===== src/ask_map.svh =====
`ifndef ASK_MAP_SVH
`define ASK_MAP_SVH

// register indices; byte address is four times the index
`define ASK_IDX_TYPE        10'h055
`define ASK_IDX_STYLE       10'h056
`define ASK_IDX_LENGTH      10'h057
`define ASK_IDX_RESID       10'h058
`define ASK_IDX_STATUS      10'h060
`define ASK_DEC_W           12
`define ASK_ADDR_TYPE       {`ASK_IDX_TYPE, 2'b00}
`define ASK_ADDR_STYLE      {`ASK_IDX_STYLE, 2'b00}
`define ASK_ADDR_LENGTH     {`ASK_IDX_LENGTH, 2'b00}
`define ASK_ADDR_RESID      {`ASK_IDX_RESID, 2'b00}
`define ASK_ADDR_STATUS     {`ASK_IDX_STATUS, 2'b00}

// reset values and writable-bit masks
`define ASK_RST_TYPE        8'h11
`define ASK_RST_STYLE       8'h00
`define ASK_RST_LENGTH      8'h08
`define ASK_RST_RESID       8'h00
`define ASK_MASK_STYLE      8'h77
`define ASK_MASK_LENGTH     8'h9F

// field positions
`define ASK_F_TYPE_FALL     7:4
`define ASK_F_TYPE_RISE     3:0
`define ASK_F_STYLE_FALL    6:4
`define ASK_F_STYLE_RISE    2:0
`define ASK_F_LUT_IDX       1:0
`define ASK_F_LEN_X2        7
`define ASK_F_LEN_CNT       4:0
`define ASK_F_ST_AMPL       7:0
`define ASK_F_ST_BUSY       8
`define ASK_F_ST_FALL       9
`define ASK_F_ST_CORR       10
`define ASK_F_HTRANS_ACT    1

// edge type codes
`define ASK_CODE_LIN1       4'h1
`define ASK_CODE_LIN2       4'h2
`define ASK_CODE_LIN3       4'h3
`define ASK_CODE_LUT        4'h4
`define ASK_CODE_LUT_ADPC   4'h5
`define ASK_CODE_LUT_ADP    4'h6

`define ASK_FULL_AMPL       8'hFF
`define ASK_VNOM_DEF        8'h80

`endif


===== src/ask_pkg.sv =====
`default_nettype none
package ask_pkg;
    typedef enum logic [1:0] {ASK_IDLE, ASK_RAMP, ASK_CORR} ask_state_e;
    typedef logic [7:0] ask_level_t;
    typedef logic [3:0] ask_code_t;
endpackage
`default_nettype wire


===== src/ask_edge_engine.sv =====
`timescale 1ns/100ps
`default_nettype none

module ask_edge_engine #(
    parameter int CW = 5
) (
    input  wire logic          clk,
    input  wire logic          rst,
    input  wire logic          carrier_tick,
    input  wire logic          start,
    input  wire logic [CW-1:0] count,
    input  wire logic          stretch,
    input  wire logic          extra,
    output logic      [CW-1:0] step_idx,
    output logic               in_corr,
    output logic               busy
);

    ask_pkg::ask_state_e state_q;
    ask_pkg::ask_state_e state_d;
    logic [CW-1:0]       idx_q;
    logic [CW-1:0]       idx_d;
    logic [CW-1:0]       count_q;
    logic                stretch_q;
    logic                extra_q;
    logic                hold_q;
    logic                hold_d;
    logic                hold_done;
    logic                last;

    // a state ends on its first tick, or on its second when stretched
    assign hold_done = carrier_tick && (hold_q == stretch_q); // see
    assign last      = (idx_q == count_q);

    always_comb
    begin
        state_d = state_q;
        idx_d   = idx_q;
        hold_d  = carrier_tick ? ~hold_q : hold_q;
        if (start)
        begin
            // a new edge restarts from wherever the amplitude stands
            hold_d = 1'b0;
            if (count != '0)
            begin
                state_d = ask_pkg::ASK_RAMP;
                idx_d   = {{(CW-1){1'b0}}, 1'b1};
            end
            else if (extra)
            begin
                state_d = ask_pkg::ASK_CORR;
                idx_d   = '0;
            end
            else
            begin
                state_d = ask_pkg::ASK_IDLE;
                idx_d   = '0;
            end
        end
        else
        begin
            case (state_q)
                ask_pkg::ASK_RAMP:
                begin
                    if (hold_done)
                    begin
                        hold_d = 1'b0;
                        if (!last)
                        begin
                            idx_d = idx_q + {{(CW-1){1'b0}}, 1'b1};
                        end
                        else if (extra_q)
                        begin
                            state_d = ask_pkg::ASK_CORR;
                        end
                        else
                        begin
                            state_d = ask_pkg::ASK_IDLE;
                            idx_d   = '0;
                        end
                    end
                end
                ask_pkg::ASK_CORR:
                begin
                    if (hold_done)
                    begin
                        hold_d  = 1'b0;
                        state_d = ask_pkg::ASK_IDLE;
                        idx_d   = '0;
                    end
                end
                ask_pkg::ASK_IDLE:
                begin
                    hold_d = 1'b0;
                end
                default:
                begin
                    state_d = ask_pkg::ASK_IDLE;
                    idx_d   = '0;
                    hold_d  = 1'b0;
                end
            endcase
        end
    end

    always_ff @(posedge clk)
    begin
        if (rst)
        begin
            state_q   <= ask_pkg::ASK_IDLE;
            idx_q     <= '0;
            hold_q    <= 1'b0;
            count_q   <= '0;
            stretch_q <= 1'b0;
            extra_q   <= 1'b0;
        end
        else
        begin
            state_q <= state_d;
            idx_q   <= idx_d;
            hold_q  <= hold_d;
            if (start)
            begin
                count_q   <= count;
                stretch_q <= stretch;
                extra_q   <= extra;
            end
        end
    end

    assign step_idx = idx_q;
    assign in_corr  = (state_q == ask_pkg::ASK_CORR);
    assign busy     = (state_q != ask_pkg::ASK_IDLE);

endmodule

`default_nettype wire


===== src/ask_edge_top.sv =====
// Local design decision: the AHB-Lite slave port.
`timescale 1ns/100ps
`default_nettype none
`include "ask_map.svh"

// Function
// The falling edge style comes from bits 7:4 of the edge type register, codes 1 to 3 giving one to three ramps.
// The rising edge style comes from bits 3:0 of the edge type register with the same code set, independently.
// Code 4 shapes the edge from a lookup table with no supply adaptation.
// Code 5 uses a lookup table, adapts to the PA supply and adds a final correction step.
// Code 6 uses a lookup table and adapts to the PA supply without correction.
// For firmware shaping on the falling edge, style bits 6:4 are the time constant of that ramp.
// For table shaping on the falling edge, style bits 6:4 pick table 0 to 3.
// For firmware shaping on the rising edge, style bits 2:0 are the time constant of that ramp.
// For table shaping on the rising edge, style bits 2:0 pick table 0 to 3.
// Length bit 7 clear holds each transition state for one carrier cycle.
// Length bit 7 set holds each transition state for two carrier cycles.
// Length bits 4:0 give the number of transition states, shared by both edges.
// The residual level maps linearly from no carrier at code 0 to full carrier at the top code.
// Software writes zero to reserved bits and avoids reserved type codes.
module ask_edge_top #(
    parameter int         AW   = 32,
    parameter int         CW   = 5,
    parameter logic [7:0] VNOM = `ASK_VNOM_DEF
) (
    input  wire logic          clk,
    input  wire logic          rst,
    input  wire logic          hsel,
    input  wire logic [AW-1:0] haddr,
    input  wire logic [1:0]    htrans,
    input  wire logic          hwrite,
    input  wire logic [2:0]    hsize,
    input  wire logic [31:0]   hwdata,
    input  wire logic          hready,
    output logic               hreadyout,
    output logic               hresp,
    output logic      [31:0]   hrdata,
    input  wire logic          carrier_tick,
    input  wire logic          mod_req,
    input  wire logic [7:0]    pa_supply_voltage,
    output logic      [7:0]    carrier_amplitude,
    output logic               edge_active,
    output logic               edge_falling
);

    localparam logic [7:0] ASK_K2_T  = 8'h80;
    localparam logic [7:0] ASK_K2_L  = 8'h7F;
    localparam logic [7:0] ASK_K3_A  = 8'h55;
    localparam logic [7:0] ASK_K3_B  = 8'hAA;
    localparam logic [7:0] ASK_K3_L  = 8'h55;
    localparam logic [7:0] ASK_LUT_L = 8'h20;

    // four monotonic shapes: linear, s-curve, fast start, slow start
    localparam logic [7:0] ASK_LUT [0:3][0:8] = '{
        '{8'h00, 8'h20, 8'h40, 8'h60, 8'h80, 8'hA0, 8'hC0, 8'hE0, 8'hFF},
        '{8'h00, 8'h0A, 8'h25, 8'h4F, 8'h80, 8'hB0, 8'hDA, 8'hF5, 8'hFF},
        '{8'h00, 8'h50, 8'h88, 8'hB0, 8'hCE, 8'hE2, 8'hF0, 8'hFA, 8'hFF},
        '{8'h00, 8'h05, 8'h0F, 8'h1D, 8'h31, 8'h4F, 8'h77, 8'hAF, 8'hFF}
    };

    // register select, shared by the write and read decode
    function automatic logic [4:0] ask_sel(input logic [`ASK_DEC_W-1:0] a);
        ask_sel = {a == `ASK_ADDR_STATUS, a == `ASK_ADDR_RESID, a == `ASK_ADDR_LENGTH,
                   a == `ASK_ADDR_STYLE, a == `ASK_ADDR_TYPE};
    endfunction

    // position of state k in an n-state edge, 0..255
    function automatic logic [7:0] ask_frac(input logic [CW-1:0] k, input logic [CW-1:0] n);
        logic [12:0] p;
        logic [12:0] q;
        p = 13'(k) * 13'h00FF;
        q = (n == '0) ? 13'h00FF : p / 13'(n);
        ask_frac = q[7:0];
    endfunction

    // straight line from (t0,y0) over len positions to y1, y1 not below y0
    function automatic logic [7:0] ask_seg(input logic [7:0] t, input logic [7:0] t0, input logic [7:0] len,
                                           input logic [7:0] y0, input logic [7:0] y1);
        logic [15:0] d;
        logic [15:0] r;
        d = ({8'h00, t} - {8'h00, t0}) * ({8'h00, y1} - {8'h00, y0});
        r = {8'h00, y0} + d / {8'h00, len};
        ask_seg = r[7:0];
    endfunction

    // piecewise linear ramps; the time constant moves the knees
    function automatic logic [7:0] ask_fw_shape(input logic [3:0] code, input logic [2:0] tc, input logic [7:0] t);
        logic [7:0] k2;
        logic [7:0] k3a;
        logic [7:0] k3b;
        k2  = {tc, 5'h10};
        k3a = {1'b0, tc, 4'h8};
        k3b = 8'h88 + {1'b0, tc, 4'h0};
        case (code)
            `ASK_CODE_LIN2:
            begin
                ask_fw_shape = (t < ASK_K2_T) ? ask_seg(t, 8'h00, ASK_K2_T, 8'h00, k2)
                                              : ask_seg(t, ASK_K2_T, ASK_K2_L, k2, 8'hFF);
            end
            `ASK_CODE_LIN3:
            begin
                if (t < ASK_K3_A)
                begin
                    ask_fw_shape = ask_seg(t, 8'h00, ASK_K3_L, 8'h00, k3a);
                end
                else if (t < ASK_K3_B)
                begin
                    ask_fw_shape = ask_seg(t, ASK_K3_A, ASK_K3_L, k3a, k3b);
                end
                else
                begin
                    ask_fw_shape = ask_seg(t, ASK_K3_B, ASK_K3_L, k3b, 8'hFF);
                end
            end
            default:
            begin
                ask_fw_shape = t;
            end
        endcase
    endfunction

    // interpolate between the nine points of the chosen table
    function automatic logic [7:0] ask_lut_shape(input logic [1:0] sel, input logic [7:0] t);
        logic [3:0] i;
        logic [3:0] j;
        i = {1'b0, t[7:5]};
        j = i + 4'h1;
        ask_lut_shape = (t == 8'hFF) ? 8'hFF
                                     : ask_seg(t, {t[7:5], 5'h00}, ASK_LUT_L, ASK_LUT[sel][i], ASK_LUT[sel][j]);
    endfunction

    // amplitude between s and e at fraction f of 255
    function automatic logic [7:0] ask_mix(input logic [7:0] s, input logic [7:0] e, input logic [7:0] f);
        logic [15:0] d;
        logic [15:0] r;
        if (e >= s)
        begin
            d = ({8'h00, e} - {8'h00, s}) * {8'h00, f};
            r = {8'h00, s} + d / 16'h00FF;
        end
        else
        begin
            d = ({8'h00, s} - {8'h00, e}) * {8'h00, f};
            r = {8'h00, s} - d / 16'h00FF;
        end
        ask_mix = r[7:0];
    endfunction

    // scale by nominal over measured supply so the field strength holds as the supply sags
    function automatic logic [7:0] ask_adapt(input logic [7:0] l, input logic [7:0] v);
        logic [15:0] p;
        logic [15:0] q;
        p = {8'h00, l} * {8'h00, VNOM};
        q = (v == 8'h00) ? 16'hFFFF : p / {8'h00, v};
        ask_adapt = (q > 16'h00FF) ? 8'hFF : q[7:0];
    endfunction

    // register file and bus
    logic [7:0]             type_q;
    logic [7:0]             style_q;
    logic [7:0]             length_q;
    logic [7:0]             resid_q;
    logic                   wr_q;
    logic                   rd_q;
    logic [`ASK_DEC_W-1:0]  addr_q;
    logic                   bus_take;
    logic [4:0]             wsel;
    logic [4:0]             rsel;
    logic [31:0]            status_w;
    logic [31:0]            rdata_w;

    assign bus_take = hsel && htrans[`ASK_F_HTRANS_ACT] && hready;
    assign wsel     = wr_q ? ask_sel(addr_q) : 5'h00;
    assign rsel     = rd_q ? ask_sel(addr_q) : 5'h00;

    // edge engine and shaping state
    logic                   mod_prev_q;
    logic                   falling_q;
    logic [7:0]             start_q;
    logic [7:0]             end_q;
    logic [3:0]             code_q;
    logic [2:0]             tc_q;
    logic [CW-1:0]          cnt_q;
    logic [7:0]             ampl_q;
    logic [7:0]             ampl_d;
    logic                   edge_start;
    logic                   edge_fall;
    ask_pkg::ask_code_t     code_w;
    logic [2:0]             tc_w;
    logic [CW-1:0]          cnt_w;
    logic                   stretch_w;
    logic                   extra_w;
    ask_pkg::ask_level_t    target_w;
    logic                   fw_q;
    logic                   lut_q;
    logic                   adapt_q;
    logic                   adapt_w;
    logic [7:0]             frac_w;
    logic [7:0]             shape_w;
    logic [7:0]             mix_w;
    logic [7:0]             level_w;
    logic [CW-1:0]          step_idx;
    logic                   in_corr;
    logic                   busy;

    assign edge_start = (mod_req != mod_prev_q);
    assign edge_fall  = mod_req;
    assign code_w     = edge_fall ? type_q[`ASK_F_TYPE_FALL] : type_q[`ASK_F_TYPE_RISE]; // see
    assign tc_w       = edge_fall ? style_q[`ASK_F_STYLE_FALL] : style_q[`ASK_F_STYLE_RISE]; // see
    assign cnt_w      = length_q[`ASK_F_LEN_CNT];
    assign stretch_w  = length_q[`ASK_F_LEN_X2]; // see
    assign extra_w    = (code_w == `ASK_CODE_LUT_ADPC);
    assign adapt_w    = (code_w == `ASK_CODE_LUT_ADPC) || (code_w == `ASK_CODE_LUT_ADP);
    assign target_w   = edge_fall ? resid_q : `ASK_FULL_AMPL;

    assign fw_q    = (code_q >= `ASK_CODE_LIN1) && (code_q <= `ASK_CODE_LIN3);
    assign lut_q   = (code_q >= `ASK_CODE_LUT) && (code_q <= `ASK_CODE_LUT_ADP);
    assign adapt_q = (code_q == `ASK_CODE_LUT_ADPC) || (code_q == `ASK_CODE_LUT_ADP); // see
    assign frac_w  = ask_frac(step_idx, cnt_q);

    // reserved codes fall back to a plain step to the target
    assign shape_w = fw_q  ? ask_fw_shape(code_q, tc_q, frac_w) // see see
                   : lut_q ? ask_lut_shape(tc_q[`ASK_F_LUT_IDX], frac_w) // see see
                   : 8'hFF;
    assign mix_w   = ask_mix(start_q, end_q, shape_w);
    assign level_w = in_corr ? end_q
                   : adapt_q ? ask_adapt(mix_w, pa_supply_voltage) // see
                   : mix_w;

    always_comb
    begin
        ampl_d = ampl_q;
        if (edge_start && (cnt_w == '0) && !extra_w)
        begin
            ampl_d = adapt_w ? ask_adapt(target_w, pa_supply_voltage) : target_w;
        end
        else if (busy && !edge_start)
        begin
            ampl_d = level_w;
        end
    end

    ask_edge_engine #(
        .CW           (CW)
    ) u_engine (
        .clk          (clk),
        .rst          (rst),
        .carrier_tick (carrier_tick),
        .start        (edge_start),
        .count        (cnt_w),
        .stretch      (stretch_w),
        .extra        (extra_w),
        .step_idx     (step_idx),
        .in_corr      (in_corr),
        .busy         (busy)
    );

    always_ff @(posedge clk)
    begin
        if (rst)
        begin
            mod_prev_q <= 1'b0;
            falling_q  <= 1'b0;
            start_q    <= `ASK_FULL_AMPL;
            end_q      <= `ASK_FULL_AMPL;
            code_q     <= `ASK_CODE_LIN1;
            tc_q       <= 3'h0;
            cnt_q      <= '0;
            ampl_q     <= `ASK_FULL_AMPL;
        end
        else
        begin
            mod_prev_q <= mod_req;
            ampl_q     <= ampl_d;
            if (edge_start)
            begin
                // settings are frozen per edge so a write mid-edge cannot tear the ramp
                falling_q <= edge_fall;
                start_q   <= ampl_q;
                end_q     <= target_w;
                code_q    <= code_w;
                tc_q      <= tc_w;
                cnt_q     <= cnt_w;
            end
        end
    end

    always_ff @(posedge clk)
    begin
        if (rst)
        begin
            wr_q   <= 1'b0;
            rd_q   <= 1'b0;
            addr_q <= '0;
        end
        else
        begin
            wr_q   <= bus_take && hwrite;
            rd_q   <= bus_take && !hwrite;
            addr_q <= bus_take ? haddr[`ASK_DEC_W-1:0] : addr_q;
        end
    end

    // reserved bits are masked off on write and read as zero
    always_ff @(posedge clk)
    begin
        if (rst)
        begin
            type_q   <= `ASK_RST_TYPE;
            style_q  <= `ASK_RST_STYLE;
            length_q <= `ASK_RST_LENGTH;
            resid_q  <= `ASK_RST_RESID;
        end
        else
        begin
            type_q   <= wsel[0] ? hwdata[7:0] : type_q;
            style_q  <= wsel[1] ? (hwdata[7:0] & `ASK_MASK_STYLE) : style_q;
            length_q <= wsel[2] ? (hwdata[7:0] & `ASK_MASK_LENGTH) : length_q;
            resid_q  <= wsel[3] ? hwdata[7:0] : resid_q;
        end
    end

    always_comb
    begin
        status_w                  = 32'h0000_0000;
        status_w[`ASK_F_ST_AMPL]  = ampl_q;
        status_w[`ASK_F_ST_BUSY]  = busy;
        status_w[`ASK_F_ST_FALL]  = falling_q;
        status_w[`ASK_F_ST_CORR]  = in_corr;
    end

    // read data is a mux of flops in the data phase, so a write just before is already visible
    assign rdata_w = rsel[0] ? {24'h000000, type_q}
                   : rsel[1] ? {24'h000000, style_q}
                   : rsel[2] ? {24'h000000, length_q}
                   : rsel[3] ? {24'h000000, resid_q}
                   : rsel[4] ? status_w
                   : 32'h0000_0000;

    assign hrdata            = rdata_w;
    assign hreadyout         = 1'b1;
    assign hresp             = 1'b0;
    assign carrier_amplitude = ampl_q;
    assign edge_active       = busy;
    assign edge_falling      = falling_q;

endmodule

`default_nettype wire


===== config.mk =====
export PLATFORM = sky130hd
export DESIGN_NAME = ask_edge_top
export DESIGN_NICKNAME = d
export VERILOG_FILES = /design/src/ask_pkg.sv /design/src/ask_edge_engine.sv /design/src/ask_edge_top.sv
export VERILOG_INCLUDE_DIRS = /design/src
export SDC_FILE = /design/constraint.sdc
export NUM_CORES = 2
export LEC_CHECK = 0
export BUFFER_PORTS_ARGS = -buffer_cell sky130_fd_sc_hd__buf_2
export CAP_MARGIN = 15
export CELL_PAD_IN_SITES_DETAIL_PLACEMENT = 0
export CELL_PAD_IN_SITES_GLOBAL_PLACEMENT = 2
export CORE_MARGIN = 2
export CORE_UTILIZATION = 35
export CTS_CLUSTER_DIAMETER = 100
export DETAILED_ROUTE_END_ITERATION = 16
export GPL_ROUTABILITY_DRIVEN = 0
export PLACE_DENSITY = 0.88
export SYNTH_ARGS = -nofsm -noshare
export SYNTH_HDL_FRONTEND = slang
export SYNTH_HIERARCHICAL = 1
export SYNTH_SLANG_ARGS = --single-unit

===== constraint.sdc =====
create_clock -name clk -period 81.4 [get_ports clk]
set_input_delay 16.28 -clock clk [delete_from_list [all_inputs] [get_ports clk]]
set_output_delay 16.28 -clock clk [all_outputs]
set_load 0.01 [all_outputs]

==> summary.md <==
| Metric | Value |
|---|---|
| Worst Setup End Kind | `flop` |
| Post-synth ARST share | `0%` |
| Ys Warns | `6` |
| Crit-path max FO | `13` |
| Nets | `7504` |
| Drc violations | `0` |
| Share of cells above drive strength 1 | `13.5%` |
| Via count | `47300` |
| Number of H-tree levels | `3` |
| Final setup vio count | `0` |
| Crit path DAT | `76.68 ns` |
| IO Pins | `128` |
| First-pass GRT wire length | `239000 um` |
| Post-synth top area cell | `ha_1` |
| Die width | `369 um` |
| Adder-Cell Fraction of Synth Area | `24.9%` |
| Core Region | `132000 um^2` |
| Synth Area in XOR/XNOR | `7.96%` |
| Compound-Gate Fraction of Synth Area | `28.2%` |
| Mean Syn Cell Area | `7.27 um^2` |
| Seq cells post-synth | `95` |
| Synth top area share | `14.7%` |
| Area contributors post-synth | `ha_1 (15%), fa_1 (9.8%), xnor2_1 (5.4%)` |
| Max-slew violation count | `0` |
| Cell row count | `133` |
| Fmax | `13.1 MHz` |
| Detailed-route wire length | `150000 um` |
| Vias in the first global route | `45000` |
| Post-layout util | `39.7%` |
| Clk slew on worst S/H paths | `0.09 ns` |
| Initial Utilization | `35.4%` |
| Outcome | `finished clean` |
| Post-route ant nets | `0` |
| Req. time, crit path | `81.65 ns` |
| Top FF cell, synth | `dfxtp_1` |
| Worst Hold Class | `flop to flop` |
| Min-delay src | `addr_q[8]$_SDFFE_PP0P_` |
| Critical path type | `flop to flop` |
| Sequential share of the synthesized area | `4.08%` |
| Sink Count | `95` |
| Number of enable flip-flop cells after synthesis | `0` |
| Worst r2r src | `u_engine/step_idx[2]$_SDFFE_PP0P_` |
| Largest net degree at the start of global routing | `74` |
| DRT Pass-1 Iters | `5` |
| Slowest CP cell | `fa_2` |
| IO buf count | `56` |
| Max-Cap Viols | `0` |
| Crit path launch type | `flop` |
| Via density | `5.62` |
| Worst-margin pin slew | `1.29 ns` |
| CTS tree | `yes` |
| Largest buffer count on any clock path | `2` |
| Post-route minimum period | `76.43 ns` |
| Die area | `136000 um^2` |
| GRT Overall Usage | `21.2%` |
| Worst Setup SP | `u_engine/step_idx[2]$_SDFFE_PP0P_` |
| Cell Area, Synth | `46600 um^2` |
| Endpoints failing hold | `0` |
| DRT iter0 DRCs | `3111` |
| Synth Area in Simple Gates | `23.3%` |
| Layout Area Growth over Synthesis | `12.2%` |
| Total CTS buffers | `9` |
| Worst-Skew Late Latency | `0.40 ns` |
| Post-Synthesis Cells | `6406` |
| Die Y | `369 um` |
| Worst path max stage delay | `0.64 ns` |
| GRT overflow | `0` |
| Post-DP HPWL | `121000 um` |
| Wire per inst | `17.8 um` |
| # hold bufs at CTS | `0` |
| Largest family of logic cells by synthesized area | `compound AO/OA/AOI/OAI gates` |
| Cell mode on critical path | `o21a_1` |
| Yosys cell types | `157` |
| Mux cell area share after synthesis | `4.73%` |
| Initial antenna violation count | `7` |
| Final Cycle Share | `93.9%` |
| Final worst clock skew | `0.0185 ns` |
| Clk root buf | `clkbuf_16` |
| Relative slew slack | `14.1%` |
cell families (layout without fill, tap and decap cells):
group           count (synthesis)  after routing
simple gates                 2216           2216
compound gates               1899           1899
fa+ha+maj                     792            792
buf+inv                       783           1001
xor+xnor                      416            416
mux                           203            203
flops                          95             95
other cells                     2             28
flip-flops by register name, indices dropped and copies added, names as in the netlist, 6 cells and up:
signal,count
length_q,6
carrier_amplitude,8
end_q,8
type_q,8
addr_q,12
start_q,8
style_q,6
resid_q,8
cell usage after synthesis (51+ instances only):
master,count
a211oi_1,74
a21o_1,143
a21oi_1,456
a31oi_1,66
and2_1,106
and3_1,53
clkbuf_1,144
dfxtp_1,95
fa_1,229
ha_1,549
inv_1,542
mux2_2,75
mux2i_1,112
nand2_1,559
nand2b_1,104
nand3_1,129
nor2_1,608
nor2b_1,85
nor3_1,232
o211ai_1,58
o21a_1,175
o21ai_0,266
o21bai_1,62
o31ai_1,77
or3_1,51
xnor2_1,287
xor2_1,125
metal layers:
metal / wire length (um) / vias up / track usage [%]
met2: 68100 / 951 / 34.9
met4: 2680 / 8 / 4.22
met3: 6810 / 122 / 2.18
met5: 48 / - / 0
met1: 72000 / 22700 / 29.7
li1: - / 23500 / -
final cells by class:
| cell class | instances | area [um^2] |
|---|---|---|
| fillers | 13800 | 79500 |
| flip-flops and latches | 95 | 1910 |
| well taps | 1755 | 2200 |
| clock inverters | 7 | 93.8 |
| repair buffers | 424 | 3080 |
| diodes | 3 | 7.51 |
| multi-input cells | 5551 | 42700 |
| clock buffers | 9 | 225 |
| inverters | 561 | 2120 |
path summary, 6_finish.rpt:
check	to	slack, ns	cells past startpoint
setup reg to reg	carrier_amplitude[0]$_SDFFE_PP1P_	4.97	376
hold / removal	addr_q[8]$_SDFFE_PP0P_	0.46	2
hold reg to reg	addr_q[8]$_SDFFE_PP0P_	0.46	2
setup / recovery	carrier_amplitude[0]$_SDFFE_PP1P_	4.97	376
cells in the final DEF (no fill, tap or decap), drive strengths merged, types with 18 or more instances in the layout:
cell type  instances
mux2i            116
fa               229
nor3b             20
nand3            135
o31a              20
o21a             177
nand4             48
ha               549
buf              424
nand2b           105
a21o             144
a31oi             73
o2111ai           20
nand2            562
a22oi             26
nor3             237
mux2              87
a221oi            26
nor4              39
a211o             29
o31ai             81
xor2             125
a31o              18
o211ai            62
or2               61
o22ai             47
or3               53
nor2b             85
and2             109
xnor2            289
inv              557
o21ai            315
conb              25
o21bai            62
a211oi            81
nor2             611
a21boi            30
and3              54
a21oi            461
dfxtp             95
critical path: cells and delay by family (launching register included):
family	cells	cell delay [ns]
buffers and inverters	28	3.50
DFF	1	0.41
muxes	11	3.39
adders and majority gates	46	16.06
and+or+nand+nor	88	15.83
xor gates and xnor gates	8	1.43
AOI/OAI and AO/OA	195	35.54
timing repair:
action                     in CTS  in global routing
buffers inserted                1                 47
resized for setup               8                239
setup endpoints to repair       1                  4
pin swaps                       0                 47
through the flow:
stage	instances	setup WS [ns]	hold slack [ns]	TNS, ns	cell area (um^2)
after global placement	8338	0.401	0.445	0	50600
after floorplan	6429	2.38	0.432	0	46700
after CTS	8355	0.201	0.461	0	50900
after detailed placement	8338	-0.266	0.450	-0.266	50600
after global routing	8404	-0.477	0.491	-0.477	52300
final	8405	4.97	0.458	0	52300
Power is left out: the tool's default activity adds up to more than one toggle a clock period on the data nets, which glitch-free logic cannot reach.
